<file path="config.mk">
export PLATFORM = sky130hd
export DESIGN_NAME = adc_pwm_ctrl
export DESIGN_NICKNAME = d
export VERILOG_FILES = /design/src/hw/adc_pwm_common.sv /design/src/hw/adc_pwm_ctrl.sv
export SDC_FILE = /design/constraint.sdc
export NUM_CORES = 1
export LEC_CHECK = 0
export ABC_AREA = 1
export BUFFER_PORTS_ARGS = -buffer_cell sky130_fd_sc_hd__buf_4
export CORE_MARGIN = 1.5
export CORE_UTILIZATION = 40
export CTS_CLUSTER_DIAMETER = 30
export DETAILED_ROUTE_END_ITERATION = 10
export HOLD_SLACK_MARGIN = 0.1
export SLEW_MARGIN = 40
export SYNTH_ARGS = -nofsm -noshare
export SYNTH_HDL_FRONTEND = slang
export SYNTH_SLANG_ARGS = --single-unit
</file>
<file path="constraint.sdc">
create_clock -name clk -period 3.4 [get_ports clk]
set_input_delay 0.68 -clock clk [delete_from_list [all_inputs] [get_ports clk]]
set_output_delay 0.68 -clock clk [all_outputs]
set_load 0.05 [all_outputs]
</file>
<file path="src/hw/adc_pwm_common.sv">
/*
 * constants shared by the converter controller and its pwm timer,
 * plus the pwm timer itself.
 * assumes one subsystem clock at 100 MHz and a synchronous active-high reset.
 */
`timescale 1ns/1ps

// Operation
// - external voltage feeds comparator plus input, dac level feeds minus input.
// - dac level code is 6 bits, 64 reference levels.
// - each measurement starts with the code at mid-scale, 32 of 64.
// - comparator says input above level: increment code, compare again.
// - comparator says input below level: decrement code, compare again.
// - fixed iteration count per measurement, so trigger-to-pwm latency is constant.
// - an edge on debounced button while idle starts a measurement, then updates pwm.
// - pwm period is converged code times 128 clock cycles.
// - pwm duty is exactly half of the period for every code.
// - period compare and duty compare are both loaded from the result.
// - pwm timer runs from the subsystem clock.
package adc_pwm_pkg;
    localparam int          CODE_W        = 6;
    localparam logic [5:0]  CODE_MID      = 6'h20;
    localparam logic [5:0]  CODE_MAX      = 6'h3F;
    localparam logic [5:0]  CODE_MIN      = 6'h00;
    localparam int          PERIOD_SHIFT  = 7;       // 128 clock cycles per code step
    localparam int          DUTY_SHIFT    = 6;       // half of the period
    localparam int          CNT_W         = 13;      // 63 * 128 = 8064 fits
    localparam logic [6:0]  ITER_COUNT    = 7'h20;   // 32 steps reach either rail
    localparam int          CLK_PERIOD_NS = 10;
    localparam int          SETTLE_NS     = 100;     // comparator settle per step
    localparam logic [7:0]  SETTLE_CYC    =
        8'((SETTLE_NS + CLK_PERIOD_NS - 1) / CLK_PERIOD_NS);
    localparam int          LATENCY_CYC   = 1 + 32 * (10 + 1);

    function automatic logic [CNT_W-1:0] period_of(input logic [5:0] code);
        period_of = {code, 7'h00};
    endfunction

    function automatic logic [CNT_W-1:0] duty_of(input logic [5:0] code);
        duty_of = {1'b0, code, 6'h00};
    endfunction
endpackage

module pwm_timer
    import adc_pwm_pkg::*;
(
    // clock and reset
    input  wire logic             clk,
    input  wire logic             srst,
    // compare values from the controller
    input  wire logic             load,
    input  wire logic [CNT_W-1:0] period_in,
    input  wire logic [CNT_W-1:0] duty_in,
    // output
    output logic                  pwm_out
);
    typedef struct packed {
        logic [CNT_W-1:0] cnt;
        logic [CNT_W-1:0] pwm_period_compare;
        logic [CNT_W-1:0] pwm_duty_compare;
        logic             out;
    } tmr_t;

    tmr_t s;
    tmr_t next_s;

    // up counter against period compare, high below duty compare
    always_comb begin
        next_s = s;
        if (load) begin
            next_s.pwm_period_compare = period_in;
            next_s.pwm_duty_compare   = duty_in;
            next_s.cnt                = '0;
        end else if (s.pwm_period_compare == '0 ||
                     s.cnt == s.pwm_period_compare - 13'h0001) begin
            next_s.cnt = '0;
        end else begin
            next_s.cnt = s.cnt + 13'h0001;
        end
        // a zero period holds the pin low rather than glitching
        next_s.out = (next_s.pwm_period_compare != '0) &&
                     (next_s.cnt < next_s.pwm_duty_compare);
    end

    // runs straight from the subsystem clock, no prescaler
    always_ff @(posedge clk) begin
        if (srst) begin
            s <= '0;
        end else begin
            s <= next_s;
        end
    end

    assign pwm_out = s.out;
endmodule

</file>
<file path="src/hw/adc_pwm_ctrl.sv">
/*
 * comparator-based 6-bit converter that sets a 50% pwm period.
 * assumes the button pin and comparator output are asynchronous, the
 * pin is debounced externally, and clk is the subsystem clock.
 */
`timescale 1ns/1ps

module adc_pwm_ctrl
    import adc_pwm_pkg::*;
#(
    parameter logic [6:0] ITERATIONS = ITER_COUNT,
    parameter logic [7:0] SETTLE     = SETTLE_CYC
) (
    // clock and reset
    input  wire logic              clk,
    input  wire logic              srst,
    // pins and analog front end
    input  wire logic              button_input_pin,
    input  wire logic              comparator_out,
    output logic [CODE_W-1:0]      dac_level_code,
    output logic                   comparator_plus_ext,
    output logic                   comparator_minus_dac,
    // result
    output logic                   pwm_output_pin,
    output logic                   busy
);
    typedef enum logic [1:0] {IDLE, SETTLING, DECIDE, DONE} state_t;

    typedef struct packed {
        state_t           st;
        logic [5:0]       code;
        logic [6:0]       iter;
        logic [7:0]       settle;
        logic [2:0]       btn_sync;
        logic [1:0]       btn_fill;
        logic [2:0]       cmp_sync;
        logic             btn_level;
        logic             btn_armed;
        logic             btn_edge;
        logic             cmp_level;
        logic             busy;
        logic             load;
        logic             route;
        logic [CNT_W-1:0] period;
        logic [CNT_W-1:0] duty;
    } ctrl_t;

    ctrl_t s;
    ctrl_t next_s;
    logic  pwm_q;

    always_comb begin
        next_s          = s;
        next_s.load     = 1'b0;
        next_s.btn_edge = 1'b0;
        next_s.route    = 1'b1;
        // three-stage synchronisers; only stages 2 and 3 are compared
        next_s.btn_sync = {s.btn_sync[1:0], button_input_pin};
        next_s.cmp_sync = {s.cmp_sync[1:0], comparator_out};
        if (s.cmp_sync[1] == s.cmp_sync[2]) begin
            next_s.cmp_level = s.cmp_sync[2];
        end
        // stages 2 and 3 hold real pin samples only three edges after reset;
        // comparing them earlier would arm on reset zeros and fake an edge
        if (s.btn_fill != 2'h3) begin
            next_s.btn_fill = s.btn_fill + 2'h1;
        end
        // first agreement after reset only arms, so an idle-high pin is no edge
        if (s.btn_fill == 2'h3 && s.btn_sync[1] == s.btn_sync[2]) begin
            next_s.btn_level = s.btn_sync[2];
            next_s.btn_armed = 1'b1;
            next_s.btn_edge  = s.btn_armed && (s.btn_level != s.btn_sync[2]);
        end
        unique case (s.st)
            IDLE: begin
                // edges during a measurement are dropped, not queued
                if (s.btn_edge) begin
                    next_s.st     = SETTLING;
                    next_s.code   = CODE_MID;
                    next_s.iter   = '0;
                    next_s.settle = '0;
                    next_s.busy   = 1'b1;
                end
            end
            SETTLING: begin
                // wait covers dac settling plus synchroniser delay
                if (s.settle == SETTLE - 8'h01) begin
                    next_s.st = DECIDE;
                end else begin
                    next_s.settle = s.settle + 8'h01;
                end
            end
            DECIDE: begin
                if (s.cmp_level) begin
                    if (s.code != CODE_MAX) begin
                        next_s.code = s.code + 6'h01;
                    end
                end else if (s.code != CODE_MIN) begin
                    next_s.code = s.code - 6'h01;
                end
                next_s.settle = '0;
                next_s.iter   = s.iter + 7'h01;
                // fixed count, no early exit, keeps latency constant
                if (s.iter == ITERATIONS - 7'h01) begin
                    next_s.st     = DONE;
                    next_s.load   = 1'b1;
                    next_s.period = period_of(next_s.code);
                    next_s.duty   = duty_of(next_s.code);
                end else begin
                    next_s.st = SETTLING;
                end
            end
            DONE: begin
                next_s.st   = IDLE;
                next_s.busy = 1'b0;
            end
        endcase
    end

    always_ff @(posedge clk) begin
        if (srst) begin
            s <= '{st: IDLE, code: CODE_MID, default: '0};
        end else begin
            s <= next_s;
        end
    end

    // timer keeps the previous waveform until the next load
    pwm_timer u_timer (
        .clk       (clk),
        .srst      (srst),
        .load      (s.load),
        .period_in (s.period),
        .duty_in   (s.duty),
        .pwm_out   (pwm_q)
    );

    // outputs straight from flops
    assign dac_level_code       = s.code;
    assign comparator_plus_ext  = s.route;
    assign comparator_minus_dac = s.route;
    assign pwm_output_pin       = pwm_q;
    assign busy                 = s.busy;

    // helper: cycles since the measurement was accepted
    logic [9:0] lat_cnt;
    always_ff @(posedge clk) begin
        if (srst) begin
            lat_cnt <= '0;
        end else if (s.st == IDLE && s.btn_edge) begin
            lat_cnt <= 10'h001;
        end else if (s.busy) begin
            lat_cnt <= lat_cnt + 10'h001;
        end
    end
endmodule

</file>
# Word-level counts from Yosys, hierarchy flattened
# Cells that the tools add are included.
# W data, S select, Z words.
[word_totals]
n_memories = 0
latchBits = 0
romBits = 0
ramBits = 0
inputBits = 4
register_bits = 84
[classes]
n_mul = 0
n_addsub = 7
n_mux = 19
eq_ne = 15
n_div = 0
n_reduce_logical = 18
n_shift = 0
n_bitwise = 2
n_lt_le_gt_ge = 1
[op_table]
columns = ["operator", "n"]
rows = [
  ["$mux W26", 3],
  ["$mux W27", 1],
  ["$mux W13", 2],
  ["$pmux W13 S2", 1],
  ["$pmux W8 S3", 1],
  ["$mux W23", 1],
  ["$mux W6", 3],
  ["$add A13 B1 Y13 const B", 1],
  ["$eq A13 B13 Y1", 1],
  ["$logic_not A13 Y1", 1],
  ["$lt A13 B13 Y1", 1],
  ["$reduce_bool A13 Y1", 1],
  ["$sub A13 B1 Y13 const B", 1],
  ["$add A8 B1 Y8 const B", 1],
  ["$eq A8 B4 Y1 const B", 1],
  ["$mux W8", 1],
  ["$ne A2 B2 Y1 const B", 4],
  ["$pmux W2 S4", 1],
  ["$reduce_and A2 Y1", 4],
  ["$add A7 B1 Y7 const B", 1],
  ["$eq A7 B5 Y1 const B", 1],
  ["$add A6 B1 Y6 const B", 1],
  ["$eq A2 B2 Y1 const B", 3],
  ["$ne A6 B6 Y1 const B", 1],
  ["17 further kinds", 25],
]

# Logic depth before layout (Yosys ltp)
# Gate-level depths: netlist (run 1).
[depth]
depth_word = 7
depth_mapped = 20
mapped_depth_nobuf = 20

# Hierarchy
# From an unflattened synthesis (run 1), not the netlist that was laid out.
[hier_totals]
cells_unflattened = 666
area_unflattened_um2 = 4775.8
[modules_own_cells]
columns = ["mod", "area_per_inst_um2", "instances", "seq_area_each_um2", "cells_each"]
rows = [
  ["pwm_timer", 2486.1, 1, 800.8, 336],
  ["adc_pwm_ctrl", 2289.7, 1, 880.8, 330],
]

# Least setup slack after synthesis (run 1)
# OpenSTA, ideal clock, no wires.
[synth_timing]
kind = "register to register"
start = "register u_timer.s[14] (netlist name)"
end = "register u_timer.s (netlist bit u_timer.pwm_out)"
path_slack_ps = 770
period_less_slack_ps = 2630
arrival_ps = 2507
n_path_buf = 1
stages_incl_launch_ff = 19
setup_ps = 124
cell_sequence = "dfxtp_1 > inv_1 > ha_1 > nand2_2 > nor2_4 > nand2_1 > nand2_1 > nand2_1 > nor4_2 > nand3_1 > nand2_4 > buf_12 > nor2_2 > ha_1 > nand2_1 > o21ai_0 > a31oi_1 > o2111ai_1 > a21oi_1"
[synth_lines]
columns = ["element", "line", "source"]
rows = [
  ["start, declared", "adc_pwm_common.sv:64", "tmr_t s;"],
  ["start signal, assigned", "adc_pwm_common.sv:90", "s <= next_s;"],
]

==> results of run 1 <==
## power by group through the flow
| stage | combinational [mW] | sequential, mW | clock [mW] |
|---|---|---|---|
| 2_1_floorplan | 0.0985 | 1.04 | 0 |
| 3_3_place_gp | 0.127 | 1.04 | 0 |
| 3_5_place_dp | 0.129 | 1.04 | 0 |
| 4_1_cts | 0.129 | 1.02 | 0.686 |
| 5_1_grt | 0.147 | 1.02 | 0.728 |
| 6_report | 0.129 | 1.02 | 0.660 |
## through the flow
step | instance area (sq um) | setup WS [ps] | utilization | hold slack, ps
6_report | 4800 | 502 | 0.443 | 405
5_1_grt | 4800 | 145 | 0.443 | 429
4_1_cts | 4800 | 493 | 0.443 | 406
3_5_place_dp | 4620 | 517 | 0.426 | 394
3_3_place_gp | 4620 | 601 | 0.426 | 393
2_1_floorplan | 4460 | 770 | - | 388
## path summary, 6_finish.rpt
kind	end	slack, ps
worst max-delay path	u_timer.pwm_out	500
worst min-delay path	next_s[35]	400
worst max register to register	u_timer.pwm_out	500
worst min register to register	next_s[35]	400
## logic make-up (layout without fill, tap and decap cells)
kind of cell	Yosys count	in the layout
and+or+nand+nor	313	313
buffers and inverters	103	112
AOI/OAI and AO/OA	90	90
DFF	84	84
adders and majority gates	22	22
xor gates and xnor gates	17	17
## routing by layer
metal,global-route usage,vias to the layer above
li1,-,2061
met1,0.251,1734
met2,0.251,81
met3,0.0380,12
met4,0.0742,0
met5,0,-
## final cells by class
| type | instances | area (sq um) | share of cell area |
|---|---|---|---|
| clock buffers | 11 | 141 | 0.0295 |
| clock inverters | 5 | 35.0 | 0.00730 |
| inverters | 80 | 300 | 0.0626 |
| multi-input cells | 442 | 2350 | 0.489 |
| flip-flops and latches | 84 | 1680 | 0.350 |
| well taps | 140 | 175 | 0.0365 |
| repair buffers | 16 | 120 | 0.0250 |
## synth_stat cells (4+ instances only)
master / n / area share
a211oi_1: 4 / 0.0067
a21oi_1: 34 / 0.038
buf_4: 7 / 0.012
clkbuf_1: 12 / 0.010
dfxtp_1: 84 / 0.38
ha_1: 22 / 0.062
inv_1: 78 / 0.066
nand2_1: 114 / 0.096
nand3_1: 37 / 0.042
nand4_1: 11 / 0.015
nor2_1: 84 / 0.071
nor2_2: 13 / 0.018
nor3_1: 29 / 0.033
nor3b_1: 4 / 0.0067
nor4_1: 5 / 0.0070
o21ai_0: 36 / 0.040
xnor2_1: 10 / 0.020
xor2_1: 7 / 0.014
## worst max-delay path, stage by stage, from the launching register on
cell and delay (ps):
dfxtp_1 330, inv_1 140, ha_1 250, nand2_2 120, nor2_4 130, nand2_1 60, nand2_1 80, nand2_1 60
nor4_2 270, nand3_1 190, nand2_4 240, nor2_2 60, ha_1 290, a21oi_1 140, o21ai_0 100, a31oi_1 140
o2111ai_1 110, a21oi_1 130
## flip-flops by register name, indices dropped and copies added (netlist names)
signal	flops
u_timer.pwm_out	1
u_timer.s	39
comparator_minus_dac	1
busy	1
next_s	4
dac_level_code	6
s	32
## layout by cell type (no fill, tap or decap), types with 2 or more instances in the layout
master	n
a211oi_1	4
a21oi_1	34
and3_1	3
buf_4	16
clkbuf_8	10
clkinv_2	2
dfxtp_1	84
ha_1	22
inv_1	78
nand2_1	114
nand2_2	2
nand3_1	37
nand3b_1	2
nand4_1	11
nor2_1	84
nor2_2	13
nor2_4	2
nor3_1	29
nor3b_1	4
nor4_1	5
nor4_2	2
o2111ai_1	3
o211ai_1	2
o21ai_0	36
o22ai_1	2
o32ai_1	2
or2_2	2
xnor2_1	10
xor2_1	7
==> impl_metrics.csv, run 1 <==
group,metric,value,unit
power,power_density,376,mW/mm^2
cells_and_area,num-fill-cells,1122,
power,p_comb_frac,0.072,
sta,slew_viol_final,0,
floorplan,num_rows,38,
clocking,path_clk_slew,90,ps
floorplan,die_area,0.0118,sq mm
sta,fmax,345,MHz
logic_synthesis,synth-compound-area-share,0.113,
sta,rsz0062_at_grt,"false",
logic_synthesis,synth-xor-area-share,0.0334,
critical_path,r2r-start,"u_timer.s[14]",
power,total_power,1.81,mW
power,clkPwrFrac,0.365,
global_route,globalRouteOverflowTotal,0,
cells_and_area,drive_gt1_frac,0.0862,
floorplan,start_util,0.411,
cells_and_area,instances_no_fill,778,
clocking,clk_latency,360,ps
critical_path,critPathCaptureType,"flip-flop",
detailed_routing,highest_layer,"met4",
sta,worst_pin_slew,636,ps
logic_synthesis,syn_inst,629,
critical_path,critPathKind,"flip-flop to flip-flop",
critical_path,cp-start-kind,"flip-flop",
status,status,"complete, no violations",
logic_synthesis,synth_fa_ha_area_frac,0.0618,
flow_run,cap_violations,0,
logic_synthesis,synth_top_family_by_area,"simple AND/OR/NAND/NOR gates",
critical_path,crit_fanout,18,
floorplan,die_w,109,microns
critical_path,cp.arrival,3190,ps
logic_synthesis,ys_seq_area_frac,0.377,
power,power_frac_seq,0.563,
logic_synthesis,synth_edf_count,0,
cells_and_area,finalNetCount,659,
power,p_sw_frac,0.265,
detailed_routing,via_per_inst,5.00,
clocking,cts_buffers,9,
cells_and_area,antennaDiodeCount,0,
detailed_routing,postRouteAntennaNets,0,
sta,min_period,2900,ps
power,ir_drop,0.000190,V
logic_synthesis,async_flop_share,0,
clocking,clock-sinks,84,
detailed_routing,wl_per_cell,11.9,microns
global_route,antenna_found_initial,0,
critical_path,cp.required,3690,ps
sta,fin_skew,7.73,ps
detailed_routing,dr_wl_met3,436,microns
logic_synthesis,syn_avg_cell_area,7.09,sq um
sta,hold_viol,0,
global_route,first_global_vias,3604,
worst_hold_path,min_from,"next_s[34]",
clocking,cts_hold_buffers,0,
global_route,grt_pass1_wl,16400,microns
detailed_routing,wl,9290,microns
worst_hold_path,hold_class,"flip-flop to flip-flop",
logic_synthesis,synth_mux_area_frac,0,
clocking,cts_tree,"done",
power,leakage,2.10,nW
detailed_routing,vias,3888,
placement,hpwl,6940,microns
floorplan,core_region_area,0.0108,sq mm
global_route,grtUsageTotal,0.175,
power,power_switching,0.479,mW
sta,fin_crit_sh,0.852,
clocking,postCtsSetupBuffers,0,
floorplan,ioPinCount,14,
clocking,cts_root_buffer,"clkbuf_8",
power,p_int,1.33,mW
logic_synthesis,synth_top_flop_cell,"dfxtp_1",
placement,routabilityCongestion,0.867,
logic_synthesis,syn_nets,655,
detailed_routing,drt-met1-wl,4890,microns
critical_path,r2r_cells,17,
global_route,grt_max_degree,61,
clocking,cts_buffer_depth,2,
sta,finalSetupTns,0,ps
worst_hold_path,holdPathStages,2,
clocking,cts_resized,0,
detailed_routing,first_iter_violations,179,
placement,dp_cells,762,
detailed_routing,drtPass1Iterations,4,
cells_and_area,syn_to_final_growth,7.69,%
logic_synthesis,synthesis.area,0.00446,sq mm
clocking,htree_levels,3,
detailed_routing,met2_length,3870,microns
floorplan,die_h,109,microns
logic_synthesis,yosysUniqueCellTypes,42,
placement,place.port_buffers,13,
sta,setup_violations,0,
sta,max-slew-margin-rel,0.576,
logic_synthesis,synthSimpleGateAreaFrac,0.318,
critical_path,crit_start,"u_timer.s[14]",
detailed_routing,drc,0,
logic_synthesis,ys_warn_count,0,
logic_synthesis,ys_ff_latch,84,
No activity file was read; power rests on OpenSTA's default activity.
==> run 2: changes to the inputs <==
Settings changed: CORE_UTILIZATION 40 to 46, PLACE_DENSITY from default to 0.61.
==> run 2 against run 1 <==
  * Sequential share of layout area decreased by 0.34 points
  * Die area decreased by 13%
  * Largest power group unchanged
  * First-iteration DRC count increased by 42%
  * Cell area increased by 0.99%
  * Sequential power about the same
  * Final cell count decreased by 1.4%
  * Critical path type unchanged
  * Clock power increased by 27%
  * Utilization increased by 7.7 points
  * Count of clock-buffer cells in the layout decreased by 2
  * Maximum frequency decreased by 2.3%
  * Critical endpoint unchanged
  * Non-clock buffer count unchanged
==> impl_metrics.csv, run 2 (synthesized netlist as in run 1, its figures left out) <==
group,metric,value,unit
cells_and_area,syn_to_final_growth,8.76,%
sta,slew_viol_final,0,
cells_and_area,largest_reg_flops,39,
detailed_routing,first_iter_violations,255,
detailed_routing,wl,9550,microns
detailed_routing,vias,3929,
global_route,first_global_vias,3624,
sta,whs,422,ps
floorplan,num_rows,35,
status,status,"complete, no violations",
sta,fin_skew,12.2,ps
power,power_density,409,mW/mm^2
floorplan,die_h,101,microns
critical_path,cp-start-kind,"flip-flop",
cells_and_area,fin_util,0.520,
clocking,clk_latency,360,ps
power,ir_drop,0.000260,V
clocking,cts_tree,"done",
cells_and_area,design_area,0.00485,sq mm
clocking,cts_buffer_depth,2,
cells_and_area,regMostFlops,"u_timer.s",
critical_path,cp.required,3690,ps
sta,min_period,2970,ps
sta,max-slew-margin-rel,0.578,
power,leakage,2.13,nW
clocking,htree_levels,3,
cells_and_area,layout_commonest_cell,"nand2_1",
critical_path,critPathKind,"flip-flop to flip-flop",
clocking,cts_root_buffer,"clkbuf_8",
floorplan,die_area,0.0103,sq mm
critical_path,critPathCaptureType,"flip-flop",
placement,hpwl,7110,microns
sta,hold_viol,0,
critical_path,cp.arrival,3250,ps
clocking,cts_resized,0,
placement,routabilityCongestion,0.895,
cells_and_area,final_cell_mix,"nand2_1, nor2_1, dfxtp_1",
sta,finalSetupTns,0,ps
sta,rsz0062_at_grt,"false",
detailed_routing,postRouteAntennaNets,0,
detailed_routing,drtPass1Iterations,5,
placement,place.port_buffers,13,
critical_path,crit_path_frequent_cell,"nand2_1",
clocking,cts_buffers,9,
floorplan,ioPinCount,14,
critical_path,cp_cell_sequence,"inv_1 -> ha_1 -> nand2_2 -> nor2_4 -> nand2_1 -> nand2_1 -> nand2_1 -> nor4_2 -> nand3_1 -> nand2_4 -> nor2_2 -> ha_1 -> a21oi_1 -> o21ai_0 -> a31oi_1 -> o2111ai_1 -> a21oi_1",
global_route,globalRouteOverflowTotal,0,
flow_run,cap_violations,0,
sta,fmax,337,MHz
detailed_routing,drc,0,
sta,setup_violations,0,
global_route,grt_max_degree,61,
cells_and_area,drive_gt1_frac,0.0878,
critical_path,crit_slowest_cell,"dfxtp_1",
detailed_routing,wl_per_cell,12.5,microns
global_route,grt_pass1_wl,16900,microns
floorplan,die_w,101,microns
critical_path,slowest_delay,330,ps
critical_path,cp_top_family,"simple AND/OR/NAND/NOR gates",
sta,worst_pin_slew,633,ps
cells_and_area,antennaDiodeCount,0,
floorplan,core_region_area,0.00933,sq mm
clocking,clock-sinks,84,
critical_path,rrSetupSlack,430,ps
clocking,cts_hold_buffers,0,
worst_hold_path,hold_class,"flip-flop to flip-flop",
clocking,postCtsSetupBuffers,0,
placement,post_dp_cell_area,0.00461,sq mm
critical_path,crit_fanout,18,
detailed_routing,via_per_inst,5.12,
global_route,antenna_found_initial,0,
clocking,path_clk_slew,100,ps
critical_path,path_buf_inv,1,
sta,fin_crit_sh,0.872,
global_route,grtUsageTotal,0.206,
floorplan,start_util,0.478,
cells_and_area,finalNetCount,659,
==> run 2: final timing paths <==
| kind | from | endpoint | cells after the start |
|---|---|---|---|
| min | next_s[39] | next_s[40] | 2 |
| max | u_timer.s[14] | u_timer.pwm_out | 17 |
| max reg2reg | u_timer.s[14] | u_timer.pwm_out | 17 |
| min reg2reg | next_s[39] | next_s[40] | 2 |
==> run 2: layout make-up <==
type                            instances  area (sq um)
Multi-Input combinational cell        442          2350
Clock buffer                            9           124
Tap cell                              129           161
Fill cell                             916          4480
Clock inverter                          7           114
Sequential cell                        84          1680
Inverter                               80           300
Timing Repair Buffer                   16           120
==> run 2: per-stage QoR <==
stage	instances	setup WS [ps]	power (mW)
after floorplan	629	770	1.14
after global placement	751	620	1.17
after detailed placement	751	464	1.17
after CTS	767	434	2.01
after global routing	767	165	2.07
final	767	434	1.98
==> run 2: per-layer routing <==
| metal | vias to the layer above | part of all wire | wire, microns | track usage |
|---|---|---|---|---|
| met5 | - | 0 | 0 | 0 |
| met2 | 90 | 0.41 | 3880 | 0.295 |
| met1 | 1772 | 0.53 | 5090 | 0.305 |
| met3 | 10 | 0.049 | 472 | 0.0518 |
| met4 | 0 | 0.011 | 103 | 0.0566 |
| li1 | 2057 | - | - | - |
==> run 2: where the power goes <==
group	switching (mW)	internal [mW]
combinational	0.0938	0.0369
clock	0.403	0.433
sequential	0.0138	1.00
total	0.511	1.47
==> run 2: worst reg2reg max path: stages (launching register included) <==
cell and delay, ps:
dfxtp_1 330, inv_1 160, ha_1 260, nand2_2 120, nor2_4 130, nand2_1 60, nand2_1 80, nand2_1 70
nor4_2 260, nand3_1 190, nand2_4 240, nor2_2 60, ha_1 300, a21oi_1 140, o21ai_0 90, a31oi_1 140
o2111ai_1 110, a21oi_1 150
==> run 3: changes to the inputs <==
Settings changed: ABC_AREA 1 to default.
==> run 3 against run 2 <==
  * The run now ends with negative setup slack left
  * Hold slack improved by 22 ps
  * Critical path depth fell by 1
  * Cell area rose by 2.9%
  * Routed wire length fell by 1.7%
  * Sequential power barely moved
  * Maximum frequency fell by 15%
  * Sequential share of layout area fell by 0.93 points
  * Combinational power fell by 56%
  * Synthesized cell count fell by 21%
  * Count of clock-buffer cells in the layout did not move
  * Global-route usage fell by 0.94 points
  * Non-clock buffer count rose by 30
  * Highest routed layer unchanged
==> impl_metrics.csv, run 3 <==
group,metric,value,unit
sta,fmax,287,MHz
logic_synthesis,ys_seq_area_frac,0.388,
cells_and_area,design_area,0.00499,sq mm
clocking,cts_root_buffer,"clkbuf_8",
power,total_power,1.81,mW
global_route,grtUsageTotal,0.196,
floorplan,num_rows,35,
logic_synthesis,synth.area.top_cells,"dfxtp_1, ha_1, nor2_1, mux2i_1, xnor2_1",
logic_synthesis,yosysMostFrequentCell,"dfxtp_1",
placement,place.port_buffers,13,
power,ir_drop,0.000226,V
critical_path,cp.arrival,3770,ps
critical_path,r2r_cells,16,
logic_synthesis,yosysTopAreaCell,"dfxtp_1",
clocking,cts_hold_buffers,0,
floorplan,ioPinCount,14,
global_route,first_global_vias,3317,
logic_synthesis,netlist.area_leader.share,0.388,
worst_hold_path,hold-path-endpoint,"next_s[40]",
placement,hpwl,6760,microns
detailed_routing,drtPass1Iterations,4,
global_route,grt_pass1_wl,15700,microns
sta,min_period,3480,ps
floorplan,die_h,100,microns
logic_synthesis,syn_avg_cell_area,8.78,sq um
critical_path,cp-start-kind,"flip-flop",
cells_and_area,num-fill-cells,835,
sta,max-slew-margin-rel,0.548,
flow_run,cap_violations,0,
logic_synthesis,async_flop_share,0,
cells_and_area,regMostFlops,"u_timer.s",
sta,fin_skew,7.32,ps
global_route,globalRouteOverflowTotal,0,
critical_path,critPathCaptureType,"flip-flop",
detailed_routing,vias,3501,
clocking,path_clk_slew,90,ps
sta,fin_ws,-80.2,ps
clocking,clock-sinks,84,
floorplan,die_area,0.0100,sq mm
cells_and_area,layout_commonest_cell,"dfxtp_1",
power,power_density,362,mW/mm^2
logic_synthesis,synth_top_flop_cell,"dfxtp_1",
detailed_routing,wl,9390,microns
logic_synthesis,synthTopCellsByCount,"dfxtp_1, nor2_1, nor3_1",
logic_synthesis,ys_ff_latch,84,
detailed_routing,via_per_inst,5.50,
cells_and_area,drive_gt1_frac,0.196,
worst_hold_path,min_from,"next_s[39]",
clocking,clk_latency,360,ps
critical_path,rrSetupSlack,-80,ps
logic_synthesis,synth_edf_count,0,
detailed_routing,first_iter_violations,166,
power,leakage,1.91,nW
critical_path,timing.rr.end,"u_timer.pwm_out",
clocking,cts_buffer_depth,2,
sta,hold_viol,0,
cells_and_area,final_cell_mix,"dfxtp_1, nor2_1, buf_4",
sta,rsz0062_at_grt,"true",
global_route,grt_max_degree,43,
detailed_routing,drc,0,
sta,setup_violations,1,
logic_synthesis,syn_inst,494,
cells_and_area,syn_to_final_growth,15.0,%
logic_synthesis,synthesis.area,0.00434,sq mm
placement,post_dp_cell_area,0.00468,sq mm
global_route,antenna_found_initial,0,
sta,fin_crit_sh,1.02,
worst_hold_path,holdPathStages,1,
critical_path,r2r-start,"u_timer.s[14]",
logic_synthesis,ys_warn_count,0,
cells_and_area,finalNetCount,546,
detailed_routing,postRouteAntennaNets,0,
sta,worst_pin_slew,675,ps
critical_path,cp.required,3690,ps
status,failed_checks,"negative setup slack",
floorplan,core_region_area,0.00920,sq mm
clocking,cts_tree,"done",
floorplan,die_w,100,microns
sta,slew_viol_final,0,
logic_synthesis,yosysUniqueCellTypes,59,
placement,routabilityCongestion,0.816,
clocking,cts_buffers,9,
floorplan,start_util,0.472,
critical_path,critPathKind,"flip-flop to flip-flop",
status,status,"finished, violations left",
cells_and_area,antennaDiodeCount,0,
critical_path,crit_fanout,8,
cells_and_area,largest_reg_flops,39,
logic_synthesis,syn_nets,520,
detailed_routing,wl_per_cell,14.8,microns
placement,place_ws,-117,ps
clocking,htree_levels,3,
worst_hold_path,hold_class,"flip-flop to flip-flop",
## run 3: changes by cell type after synthesis, sizes merged, moves of 10 or more
| cell | delta |
|---|---|
| nand2b | +14 |
| a21oi | -15 |
| o21ai | -19 |
| nor2 | -38 |
| xor2 | +11 |
| mux2i | +18 |
| nand3 | -26 |
| nor2b | +10 |
| nand2 | -91 |
| inv | -67 |
## run 3: cells by family after synthesis
group           Yosys count  share of synthesized area
simple gates            212                      0.262
mux                      20                     0.0467
compound gates           75                      0.112
flops                    84                      0.388
buf+inv                  44                     0.0531
fa+ha+maj                22                     0.0634
xor+xnor                 37                     0.0747
## run 3: cell type report
type,count,area (sq um),share of cell area
Tap cell,111,139,0.0278
Inverter,12,45.0,0.00903
Multi-Input combinational cell,367,2570,0.515
Clock inverter,7,82.6,0.0166
Timing Repair Buffer,46,345,0.0692
Clock buffer,9,124,0.0248
Sequential cell,84,1680,0.338
## run 3: worst max-delay path: stages (launching register included)
cell and delay, ps:
dfxtp_2 360, inv_2 80, ha_4 130, or3b_4 430, buf_4 170, o221ai_2 150, o31ai_1 90, mux2_4 300
and3_2 260, nor3_2 210, ha_1 270, a21oi_1 160, nor2b_1 60, o21ai_0 140, a21oi_1 100, or4_1 420
nor3_2 100
## run 3: worst max-delay path by stage
stage                             start               to  cells after the start
final                     u_timer.s[14]  u_timer.pwm_out                     16
after global routing      u_timer.s[14]  u_timer.pwm_out                     13
after detailed placement  u_timer.s[14]  u_timer.pwm_out                     12
after CTS                 u_timer.s[14]  u_timer.pwm_out                     16
after global placement    u_timer.s[15]  u_timer.pwm_out                     12
after floorplan           u_timer.s[15]  u_timer.pwm_out                     16
## run 3: power by group
part	internal (mW)	leakage (nW)	switching, mW
Sequential	0.994	0.679	0.00645
Clock	0.351	0.0984	0.397
Combinational	0.0192	1.13	0.0383
## run 3: stage by stage
step	setup TNS, ps	instances	utilization	hold WS [ps]
finish	-80.2	636	0.542	444
CTS	-86.3	636	0.539	444
global route	-230	636	0.542	471
detailed placement	-117	618	0.509	420
global placement	-115	618	0.509	417
floorplan	-72.8	494	-	414
## run 3: routing by layer
metal / part of all wire / GRT usage
met5: 0 / 0
met4: 0.013 / 0.0758
met3: 0.027 / 0.0313
met2: 0.48 / 0.329
met1: 0.48 / 0.254
## run 3: timing repair
action | 4_1_cts | 5_1_grt
resized for setup | 10 | 7
pin swaps | 3 | 2
buffers inserted | 1 | 0
endpoints found under the setup margin | 1 | 1
gates cloned | 1 | 0
